`src/verilog/fifo_flags_pkg.sv`:
```
// Purpose: Shared constants for the serial FIFO status-flag block.
// Assumes: Byte-granular FIFO occupancy counts, 8-byte FIFOs.
// Notes:   Register map offsets here are word indices on a plain port.
package fifo_flags_pkg;
    // ==========================================================
    // Register map
    // ==========================================================
    localparam logic [3:0] OFF_STATUS  = 4'h0;  // Flag status, read-only.
    localparam logic [3:0] OFF_CONTROL = 4'h1;  // Mode and threshold controls.
    localparam logic [3:0] OFF_IRQ_ST  = 4'h2;  // Sticky event bits, write one to clear.
    localparam logic [3:0] OFF_IRQ_MSK = 4'h3;  // Event mask.
    localparam logic [3:0] OFF_TX_CNT  = 4'h4;  // Transmit occupancy, read-only.
    localparam logic [3:0] OFF_RX_CNT  = 4'h5;  // Receive occupancy, read-only.

    // ==========================================================
    // Status field positions
    // ==========================================================
    localparam int ST_RX_EMPTY = 0;
    localparam int ST_TX_FULL  = 1;
    localparam int ST_TX_NEAR  = 2;
    localparam int ST_RX_NEAR  = 3;

    // ==========================================================
    // Control field positions
    // ==========================================================
    localparam int CT_SYS_EN   = 0;
    localparam int CT_FIFO_EN  = 1;
    localparam int CT_WIDE     = 2;
    localparam int CT_RX_MARK  = 3;
    localparam int CT_TX_MARK  = 4;
    localparam int CT_DMA_TX   = 5;
    localparam int CT_DMA_RX   = 6;

    // ==========================================================
    // Reset values and sizes
    // ==========================================================
    localparam logic [7:0] CONTROL_RST = 8'h00;
    localparam logic [7:0] MASK_RST    = 8'h00;
    localparam logic [3:0] FIFO_BYTES  = 4'h8;  // Depth of each FIFO in bytes.

    // ==========================================================
    // Thresholds in bytes (one 16-bit word counts as two bytes)
    // ==========================================================
    localparam logic [3:0] RX_ABOVE_M0_B = 4'h6;  // More than six bytes.
    localparam logic [3:0] RX_ABOVE_M1_B = 4'h4;  // More than four bytes.
    localparam logic [3:0] TX_UPTO_M0_B  = 4'h2;  // At most two bytes.
    localparam logic [3:0] TX_UPTO_M1_B  = 4'h4;  // At most four bytes.
endpackage

```
`src/verilog/spi_fifo_status_flags.sv`:
```
// Purpose: Status flags and DMA requests derived from serial FIFO occupancy.
// Assumes: FIFO storage lives elsewhere and reports occupancy in bytes.
// Notes:   Registers reached over a plain address and strobe port.
//
// Notes on behaviour
// - Mark zero: rx nearly full above three words
// - Mark one: rx nearly full above two words
// - Rx nearly full meaningless without FIFO mode
// - Mark zero: tx nearly empty at one word
// - Mark one: tx nearly empty at two words
// - Power-on clears tx near-empty and rx empty
// - Config change resets status, flushes both FIFOs
// - After flush, flags follow FIFO mode enable
// - Tx full exactly at eight bytes
// - Tx DMA request is inverted tx full
// - Rx DMA request is inverted rx empty
`timescale 1ns/1ps
module spi_fifo_status_flags
    import fifo_flags_pkg::*;
(
    input  wire logic       sys_clk_in,     // Peripheral clock, 10 MHz.
    input  wire logic       reset_in,       // Power-on reset, asynchronous, active high.
    input  wire logic [3:0] addr_in,        // Register index.
    input  wire logic [7:0] wdata_in,       // Write data.
    input  wire logic       wr_in,          // Write strobe.
    input  wire logic       rd_in,          // Read strobe.
    input  wire logic [3:0] tx_count_in,    // Transmit FIFO occupancy in bytes.
    input  wire logic [3:0] rx_count_in,    // Receive FIFO occupancy in bytes.
    output logic [7:0]      rdata_out,      // Read data, one cycle after the strobe.
    output logic            fifo_flush_out, // One-cycle pulse emptying both FIFOs.
    output logic            tx_dma_req_out, // Transmit DMA request.
    output logic            rx_dma_req_out, // Receive DMA request.
    output logic            irq_out         // Level interrupt.
);
    // ==========================================================
    // Declarations
    // ==========================================================
    logic [7:0] control_ff;        // Control register.
    logic [7:0] mask_ff;           // Interrupt mask register.
    logic [7:0] irq_st_ff;         // Sticky event bits.
    logic [3:0] status_ff;         // Flag register.
    logic [3:0] nxt_status;        // Next flag values.
    logic [3:0] status_prev_ff;    // Flags one cycle ago, for rising edges.
    logic       flush_hold_ff;     // Flags held at reset values this cycle.
    logic [7:0] nxt_control;       // Control after a write.
    logic       cfg_change;        // A configuration bit changes this write.
    logic       fifo_on;           // FIFO mode active.
    logic       wide;              // 16-bit word width.

    assign fifo_on = control_ff[CT_FIFO_EN];
    assign wide    = control_ff[CT_WIDE];

    // Selects the mark-one or mark-zero byte threshold; both widths share byte units.
    function automatic logic [3:0] thr_bytes(input logic mark, input logic [3:0] m0, input logic [3:0] m1);
        thr_bytes = mark ? m1 : m0;
    endfunction

    // ==========================================================
    // Control writes and change detection
    // ==========================================================
    // The control value a write would produce; used to spot config changes.
    always_comb begin
        nxt_control = control_ff;
        if (wr_in && addr_in == OFF_CONTROL) begin
            nxt_control = wdata_in;
        end
    end

    // Width, FIFO mode or system enable flipping triggers a reset of flags.
    assign cfg_change = (nxt_control[CT_WIDE]    != control_ff[CT_WIDE])
                     || (nxt_control[CT_FIFO_EN] != control_ff[CT_FIFO_EN])
                     || (nxt_control[CT_SYS_EN]  != control_ff[CT_SYS_EN]);

    // Control register storage.
    always_ff @(posedge sys_clk_in or posedge reset_in) begin
        if (reset_in) begin
            control_ff <= CONTROL_RST;
        end else begin
            control_ff <= nxt_control;
        end
    end

    // Mask register storage.
    always_ff @(posedge sys_clk_in or posedge reset_in) begin
        if (reset_in) begin
            mask_ff <= MASK_RST;
        end else if (wr_in && addr_in == OFF_IRQ_MSK) begin
            mask_ff <= wdata_in;
        end
    end

    // Flush pulse to the FIFO storage; flags are held for that cycle so a
    // stale occupancy count from before the flush is never reported.
    always_ff @(posedge sys_clk_in or posedge reset_in) begin
        if (reset_in) begin
            fifo_flush_out <= 1'b0;
            flush_hold_ff  <= 1'b0;
        end else begin
            fifo_flush_out <= cfg_change;
            flush_hold_ff  <= cfg_change;
        end
    end

    // ==========================================================
    // Flag derivation
    // ==========================================================
    // Flags follow occupancy and marks every clock; software cannot write them.
    // Thresholds are kept in bytes for both word widths, since one 16-bit word
    // always occupies two bytes of FIFO storage. The width bit therefore only
    // matters through the flush that its change triggers.
    // The trade-off: status lags occupancy by one clock, which keeps the read
    // path and the DMA requests free of the occupancy adder's timing.
    always_comb begin
        nxt_status = 4'h0;
        if (flush_hold_ff) begin
            // Empty FIFOs: near-empty and empty read one only in FIFO mode.
            nxt_status[ST_TX_NEAR]  = fifo_on;
            nxt_status[ST_RX_EMPTY] = fifo_on;
        end else if (fifo_on) begin
            // Outside FIFO mode every flag stays zero and carries no meaning.
            nxt_status[ST_RX_NEAR]  = rx_count_in > thr_bytes(control_ff[CT_RX_MARK], RX_ABOVE_M0_B,
                                                               RX_ABOVE_M1_B);
            nxt_status[ST_TX_NEAR]  = tx_count_in <= thr_bytes(control_ff[CT_TX_MARK], TX_UPTO_M0_B,
                                                                TX_UPTO_M1_B);
            nxt_status[ST_TX_FULL]  = tx_count_in >= FIFO_BYTES;
            nxt_status[ST_RX_EMPTY] = rx_count_in == 4'h0;
        end
    end

    // Flag register; cleared at power-on.
    always_ff @(posedge sys_clk_in or posedge reset_in) begin
        if (reset_in) begin
            status_ff      <= 4'h0;
            status_prev_ff <= 4'h0;
        end else begin
            status_ff      <= nxt_status;
            status_prev_ff <= status_ff;
        end
    end

    // ==========================================================
    // DMA requests
    // ==========================================================
    // Requests need FIFO mode plus the matching DMA enable, and stay low in the cycle after a flush pulse.
    always_ff @(posedge sys_clk_in or posedge reset_in) begin
        if (reset_in) begin
            tx_dma_req_out <= 1'b0;
            rx_dma_req_out <= 1'b0;
        end else begin
            tx_dma_req_out <= fifo_on && control_ff[CT_DMA_TX] && !nxt_status[ST_TX_FULL]
                              && !flush_hold_ff;
            rx_dma_req_out <= fifo_on && control_ff[CT_DMA_RX] && !nxt_status[ST_RX_EMPTY]
                              && !flush_hold_ff;
        end
    end

    // ==========================================================
    // Interrupts
    // ==========================================================
    // Rising flags set sticky bits; a write of one clears, but a new event wins.
    // Letting the set win means an edge that lands on the clearing write is
    // never lost; software simply sees the bit again on its next read.
    always_ff @(posedge sys_clk_in or posedge reset_in) begin
        if (reset_in) begin
            irq_st_ff <= 8'h00;
        end else begin
            irq_st_ff <= (irq_st_ff & ~((wr_in && addr_in == OFF_IRQ_ST) ? wdata_in : 8'h00))
                         | {4'h0, status_ff & ~status_prev_ff};
        end
    end

    // Interrupt output registered so it comes straight from a flip-flop.
    always_ff @(posedge sys_clk_in or posedge reset_in) begin
        if (reset_in) begin
            irq_out <= 1'b0;
        end else begin
            irq_out <= |(irq_st_ff & mask_ff);
        end
    end

    // ==========================================================
    // Register read port
    // ==========================================================
    // Read data valid only the cycle after the strobe; zero otherwise.
    // Returning zero between reads keeps stale flags off the shared read bus.
    always_ff @(posedge sys_clk_in or posedge reset_in) begin
        if (reset_in) begin
            rdata_out <= 8'h00;
        end else if (rd_in) begin
            case (addr_in)
                OFF_STATUS:  rdata_out <= {4'h0, status_ff};
                OFF_CONTROL: rdata_out <= control_ff;
                OFF_IRQ_ST:  rdata_out <= irq_st_ff;
                OFF_IRQ_MSK: rdata_out <= mask_ff;
                OFF_TX_CNT:  rdata_out <= {4'h0, tx_count_in};
                OFF_RX_CNT:  rdata_out <= {4'h0, rx_count_in};
                default:     rdata_out <= 8'h00; // Unmapped reads as zero.
            endcase
        end else begin
            rdata_out <= 8'h00;
        end
    end

    // ==========================================================
    // Assertions
    // ==========================================================
    // The occupancy flag properties look one clock ahead, because the flag register
    // captures the occupancy that stood at the edge before.

    // Mark zero: more than six bytes held raises the receive nearly-full flag.
    // The flush cycle is excluded, since the presets take over there.
    property p_rx_near_m0;
        @(posedge sys_clk_in) disable iff (reset_in)
        (fifo_on && !flush_hold_ff && !control_ff[CT_RX_MARK])
            |=> status_ff[ST_RX_NEAR] == ($past(rx_count_in) > RX_ABOVE_M0_B);
    endproperty
    a_rx_near_m0: assert property (p_rx_near_m0)
        else $error("rx nearly full wrong at mark 0");

    // Mark one: more than four bytes held raises the receive nearly-full flag.
    // This is the earlier warning, for a reader that answers slowly.
    property p_rx_near_m1;
        @(posedge sys_clk_in) disable iff (reset_in)
        (fifo_on && !flush_hold_ff && control_ff[CT_RX_MARK])
            |=> status_ff[ST_RX_NEAR] == ($past(rx_count_in) > RX_ABOVE_M1_B);
    endproperty
    a_rx_near_m1: assert property (p_rx_near_m1)
        else $error("rx nearly full wrong at mark 1");

    // Outside FIFO mode every flag reads zero, so nothing meaningless leaks.
    // A reader that forgets to check the mode still sees a quiet register.
    property p_off_zero;
        @(posedge sys_clk_in) disable iff (reset_in)
        (!fifo_on && !flush_hold_ff)
            |=> status_ff == 4'h0;
    endproperty
    a_off_zero: assert property (p_off_zero)
        else $error("flags set outside FIFO mode");

    // Mark zero: two bytes or fewer left raises the transmit nearly-empty flag.
    // The comparison is inclusive, unlike the receive side.
    property p_tx_near_m0;
        @(posedge sys_clk_in) disable iff (reset_in)
        (fifo_on && !flush_hold_ff && !control_ff[CT_TX_MARK])
            |=> status_ff[ST_TX_NEAR] == ($past(tx_count_in) <= TX_UPTO_M0_B);
    endproperty
    a_tx_near_m0: assert property (p_tx_near_m0)
        else $error("tx nearly empty wrong at mark 0");

    // Mark one: four bytes or fewer left raises the transmit nearly-empty flag.
    // This gives a writer more slack before the shifter runs dry.
    property p_tx_near_m1;
        @(posedge sys_clk_in) disable iff (reset_in)
        (fifo_on && !flush_hold_ff && control_ff[CT_TX_MARK])
            |=> status_ff[ST_TX_NEAR] == ($past(tx_count_in) <= TX_UPTO_M1_B);
    endproperty
    a_tx_near_m1: assert property (p_tx_near_m1)
        else $error("tx nearly empty wrong at mark 1");

    // A configuration change pulses the flush, then presets the two flags
    // to the FIFO mode bit that stood during the flush cycle.
    property p_flush;
        @(posedge sys_clk_in) disable iff (reset_in)
        cfg_change |=> fifo_flush_out ##1 (status_ff[ST_TX_NEAR] == $past(fifo_on)
                                           && status_ff[ST_RX_EMPTY] == $past(fifo_on));
    endproperty
    a_flush: assert property (p_flush)
        else $error("config change did not reset flags");

    // Without a configuration change the FIFOs are never flushed.
    // A spurious flush would silently drop queued data.
    property p_flush_quiet;
        @(posedge sys_clk_in) disable iff (reset_in)
        !cfg_change |=> !fifo_flush_out;
    endproperty
    a_flush_quiet: assert property (p_flush_quiet)
        else $error("flush without a configuration change");

    // Transmit full stands exactly while all eight bytes are held.
    // The storage never reports more than its depth.
    property p_tx_full;
        @(posedge sys_clk_in) disable iff (reset_in)
        (fifo_on && !flush_hold_ff)
            |=> status_ff[ST_TX_FULL] == ($past(tx_count_in) == FIFO_BYTES);
    endproperty
    a_tx_full: assert property (p_tx_full)
        else $error("tx full wrong");

    // Receive empty follows a zero occupancy in FIFO mode.
    // The DMA drain depends on this flag, so it is checked on its own.
    property p_rx_empty;
        @(posedge sys_clk_in) disable iff (reset_in)
        (fifo_on && !flush_hold_ff)
            |=> status_ff[ST_RX_EMPTY] == ($past(rx_count_in) == 4'h0);
    endproperty
    a_rx_empty: assert property (p_rx_empty)
        else $error("rx empty wrong");

    // The transmit request mirrors the inverted full flag of the same cycle.
    // Both come from one next-value, so they can never disagree by a clock.
    property p_tx_dma;
        @(posedge sys_clk_in) disable iff (reset_in)
        (fifo_on && control_ff[CT_DMA_TX] && !flush_hold_ff)
            |=> tx_dma_req_out == !status_ff[ST_TX_FULL];
    endproperty
    a_tx_dma: assert property (p_tx_dma)
        else $error("tx DMA not inverse of full");

    // The receive request mirrors the inverted empty flag of the same cycle.
    // It drops one clock after the last byte leaves, so the engine guards against reading air.
    property p_rx_dma;
        @(posedge sys_clk_in) disable iff (reset_in)
        (fifo_on && control_ff[CT_DMA_RX] && !flush_hold_ff)
            |=> rx_dma_req_out == !status_ff[ST_RX_EMPTY];
    endproperty
    a_rx_dma: assert property (p_rx_dma)
        else $error("rx DMA not inverse of empty");

    // A write aimed at the flag register changes nothing; the flags keep
    // following occupancy, so a written zero cannot hide an empty FIFO.
    property p_ro;
        @(posedge sys_clk_in) disable iff (reset_in)
        (wr_in && addr_in == OFF_STATUS && fifo_on && !flush_hold_ff)
            |=> status_ff[ST_RX_EMPTY] == ($past(rx_count_in) == 4'h0);
    endproperty
    a_ro: assert property (p_ro)
        else $error("status changed by write");

    // At the first edge after power-on reset both preset flags read zero.
    // No disable clause here, since the check sits on the release itself.
    property p_por;
        @(posedge sys_clk_in)
        $fell(reset_in) |-> (status_ff[ST_TX_NEAR] == 1'b0 && status_ff[ST_RX_EMPTY] == 1'b0);
    endproperty
    a_por: assert property (p_por)
        else $error("flags not cleared at power-on");

    // Coverage of the main scenarios: flush, full, interrupt, wide mode, drain.
    c_flush:  cover property (@(posedge sys_clk_in) disable iff (reset_in) fifo_flush_out);
    c_full:   cover property (@(posedge sys_clk_in) disable iff (reset_in) status_ff[ST_TX_FULL]);
    c_irq:    cover property (@(posedge sys_clk_in) disable iff (reset_in) irq_out);
    c_wide:   cover property (@(posedge sys_clk_in) disable iff (reset_in) wide && status_ff[ST_RX_NEAR]);
    c_rx_dma: cover property (@(posedge sys_clk_in) disable iff (reset_in) rx_dma_req_out);
endmodule // spi_fifo_status_flags

```
`config.mk`:
```
export PLATFORM = sky130hd
export DESIGN_NAME = spi_fifo_status_flags
export DESIGN_NICKNAME = d
export VERILOG_FILES = /design/src/verilog/fifo_flags_pkg.sv /design/src/verilog/spi_fifo_status_flags.sv
export SDC_FILE = /design/constraint.sdc
export NUM_CORES = 1
export LEC_CHECK = 0
export ABC_AREA = 1
export BUFFER_PORTS_ARGS = -buffer_cell sky130_fd_sc_hd__buf_4
export CORE_ASPECT_RATIO = 0.75
export CORE_UTILIZATION = 40
export CTS_CLUSTER_DIAMETER = 30
export DETAILED_ROUTE_END_ITERATION = 8
export GPL_TIMING_DRIVEN = 0
export PLACE_DENSITY_LB_ADDON = 0.08
export SLEW_MARGIN = 20
export SYNTH_ARGS = -nofsm -noshare
export SYNTH_HDL_FRONTEND = slang
export SYNTH_SLANG_ARGS = --single-unit
```
`constraint.sdc`:
```
create_clock -name sys_clk_in -period 1.7 [get_ports sys_clk_in]
set_clock_uncertainty 0.15 [all_clocks]
set_input_delay 0.085 -clock sys_clk_in [delete_from_list [all_inputs] [get_ports sys_clk_in]]
set_output_delay 0.085 -clock sys_clk_in [all_outputs]
set_load 0.01 [all_outputs]
```
==> summary.txt <==
Critical path
  • Critical path type: in2reg
  • Reg2Reg Setup Slack: 0.25 ns
  • CP Launch Type: input pin
  • Critical path capture point: status_ff[0]
  • Worst Reg-to-Reg Cells: 3
  • WP data arrival: 1.75 ns
  • Critical Path RT: 1.78 ns
  • Crit-path max FO: 3
  • Crit. Startpoint: rx_count_in[3]
  • Worst reg2reg path endpoint: status_ff[0]
  • Critical path endpoint category: flip-flop
  • Worst R2R Start: control_ff[1]

Clock tree
  • Clock Sinks: 44
  • CTS tree: built
  • Reg clk slew, reported paths: 0.08 ns
  • Root buf cell: clkbuf_8
  • Worst-Skew Late Latency: 0.30 ns
  • Max clock buf depth: 2
  • Postcts setup bufs: 0
  • CTS Buf Count: 5
  • H-tree Lvls: 2

Flow run
  • Max-Cap Viols: 0

STA
  • Actual slew at the worst max-slew pin: 0.6182 ns
  • Sum of negative setup slack: 0 ns
  • Final hold violations: 0
  • RSZ-0062 raised after global routing: false
  • Min cycle time layout: 1.668 ns
  • Slew HR: 58.64%
  • Final setup margin: 0.03173 ns
  • Setup violations, final: 0
  • Pins Over Slew Limit: 0
  • Fmax: 599.4 MHz
  • Final period util: 98.13%

Min path
  • Worst hold path class: in2reg
  • Worst hold start: rx_count_in[0]
  • Cells on Worst Hold Path: 5

Synthesis
  • Synthesized cell area: 2106 um^2
  • Sequential share of the synthesized area: 52.29%
  • Mapped Cells: 249
  • Seq cells post-synth: 44
  • Synth Area per Inst: 8.457 um^2
  • Synth unique cells: 25
  • Synthesis warning total: 0
  • Net Count, Synth: 276

Die
  • Total core area: 4982 um^2
  • Die Wd: 85.78 um
  • Starting Density: 42.27%
  • I/O pin count: 36
  • Area of the die: 5562 um^2
  • Die H: 64.84 um
  • # rows: 22

GRT
  • Total Routing Usage GR: 20.84%
  • Vias in the first global route: 1737
  • Initial antenna violation count: 0
  • Largest net degree at the start of global routing: 32
  • GRT overflow: 0
  • First-pass GRT wire length: 8583 um

Route
  • Met3 routed WL: 285 um
  • Top sig layer: met4
  • Drt initial violations: 109
  • M1 wire length: 2613 um
  • Via density: 4.734
  • Routed WL: 5116 um
  • DRC viols: 0
  • Met2 routed WL: 2165 um
  • DR WL/cell: 13.50 um
  • Pre-antenna DRT Iters: 4
  • Via count: 1794
  • Number of routed nets with antenna violations: 0

Place
  • Gp weighted congestion: 0.8336
  • DPL Wire Length: 3754 um
  • Buffers added on ports: 34
  • DP Worst Slack: 0.2815 ns
  • DP Area: 2471 um^2

Final layout
  • Layout area overhead: 28.94%
  • Finished layout cell area: 2715 um^2
  • Most common cell after layout, fill and taps aside: nand2_1
  • Antenna diodes: 0
  • Final #Nets: 333
  • Layout cells sized above 1: 21.17%
  • Most frequent cells in the layout: nand2_1 (54), inv_1 (44), dfrtp_1 (44), buf_4 (35), nand3_1 (27)

Outcome
  • Status: completed

Power
  • PwrDens: 940.8 nW/um^2
  • IR drop worst, VDD: 0.4904 mV
  • Pleak: 0.001433 uW
-- through the flow --
stage,power (uW),utilization [%],instances,hold WS (ns)
final,2554,54.50,379,0.009847
after global routing,2727,54.50,379,0.03354
after CTS,2587,54.50,379,0.009874
after detailed placement,1861,49.60,356,-0.07974
after global placement,1847,49.20,355,0.1412
after floorplan,1640,-,249,0.005775
-- power breakdown --
group / total, uW / switching, uW / internal [uW] / leakage, uW
clock network: 681 / 351 / 330 / 0.0000445
registers: 1330 / 115 / 1220 / 0.000561
logic: 539 / 293 / 246 / 0.000827
-- sequential cells by signal, indices dropped and copies added, names as in the netlist --
| register | flops |
|---|---|
| rx_dma_req_out | 1 |
| mask_ff | 8 |
| irq_st_ff | 8 |
| status_prev_ff | 4 |
| rdata_out | 8 |
| status_ff | 4 |
| tx_dma_req_out | 1 |
| flush_hold_ff | 1 |
| control_ff | 8 |
| irq_out | 1 |
-- worst max-delay path, stage by stage --
cell and delay (ns):
dlygate4sd3_1 0.54, buf_4 0.14, nor2_1 0.09, nand3_1 0.11, a21oi_1 0.20, dlygate4sd3_1 0.57
-- layout make-up --
type | count | area, um^2
Fill cell | 492 | 2267
Tap cell | 72 | 90.09
Multi-Input combinational cell | 154 | 799.5
Clock buffer | 7 | 86.33
Buffer | 4 | 28.78
Inverter | 47 | 176.4
Sequential cell | 44 | 1101
Timing Repair Buffer | 50 | 425.4
Clock inverter | 1 | 7.507
-- worst min-delay path by stage --
stage,end,slack (ns)
detailed placement,rdata_out[6],-0.08
global placement,tx_dma_req_out,0.14
global route,status_ff[3],0.03
CTS,status_ff[3],0.01
floorplan,tx_dma_req_out,0.006
finish,status_ff[3],0.01
-- synthesized netlist by cell type, drive strengths merged --
cell	count	area share, %
o21a	1	0.36
buf	4	1.4
ha	3	1.8
o21ai	30	8.4
o211ai	3	1.1
nor3	2	0.48
a22o	3	1.2
nand2	57	11
inv	47	8.4
nand3	28	6.9
a31oi	1	0.30
nand4	4	1.2
nor2	15	4.0
a21oi	6	1.4
o21bai	1	0.36
dfrtp	44	52
-- kinds of logic (layout without fill, tap and decap cells) --
family | count (synthesis) | in the layout | synth area share [%]
AND/OR/NAND/NOR | 106 | 106 | 23.05
AO/OA/AOI/OAI | 45 | 45 | 13.13
flip-flops | 44 | 44 | 52.29
adder cells (fa/ha/maj) | 3 | 3 | 1.783
buffers and inverters | 51 | 109 | 9.745
-- what timing repair did --
item | 4_1_cts | 5_1_grt
setup endpoints to repair | 0 | 0
hold buffers | 15 | 0
resized for setup | 0 | 0
hold endpoints to repair | 72 | 0
-- routing by layer --
metal	vias up	GRT usage (%)
met3	6	4.204
li1	913	-
met1	826	32.27
met5	-	0
met4	0	6.458
met2	49	28.90
(Power assumes the default switching activity.)
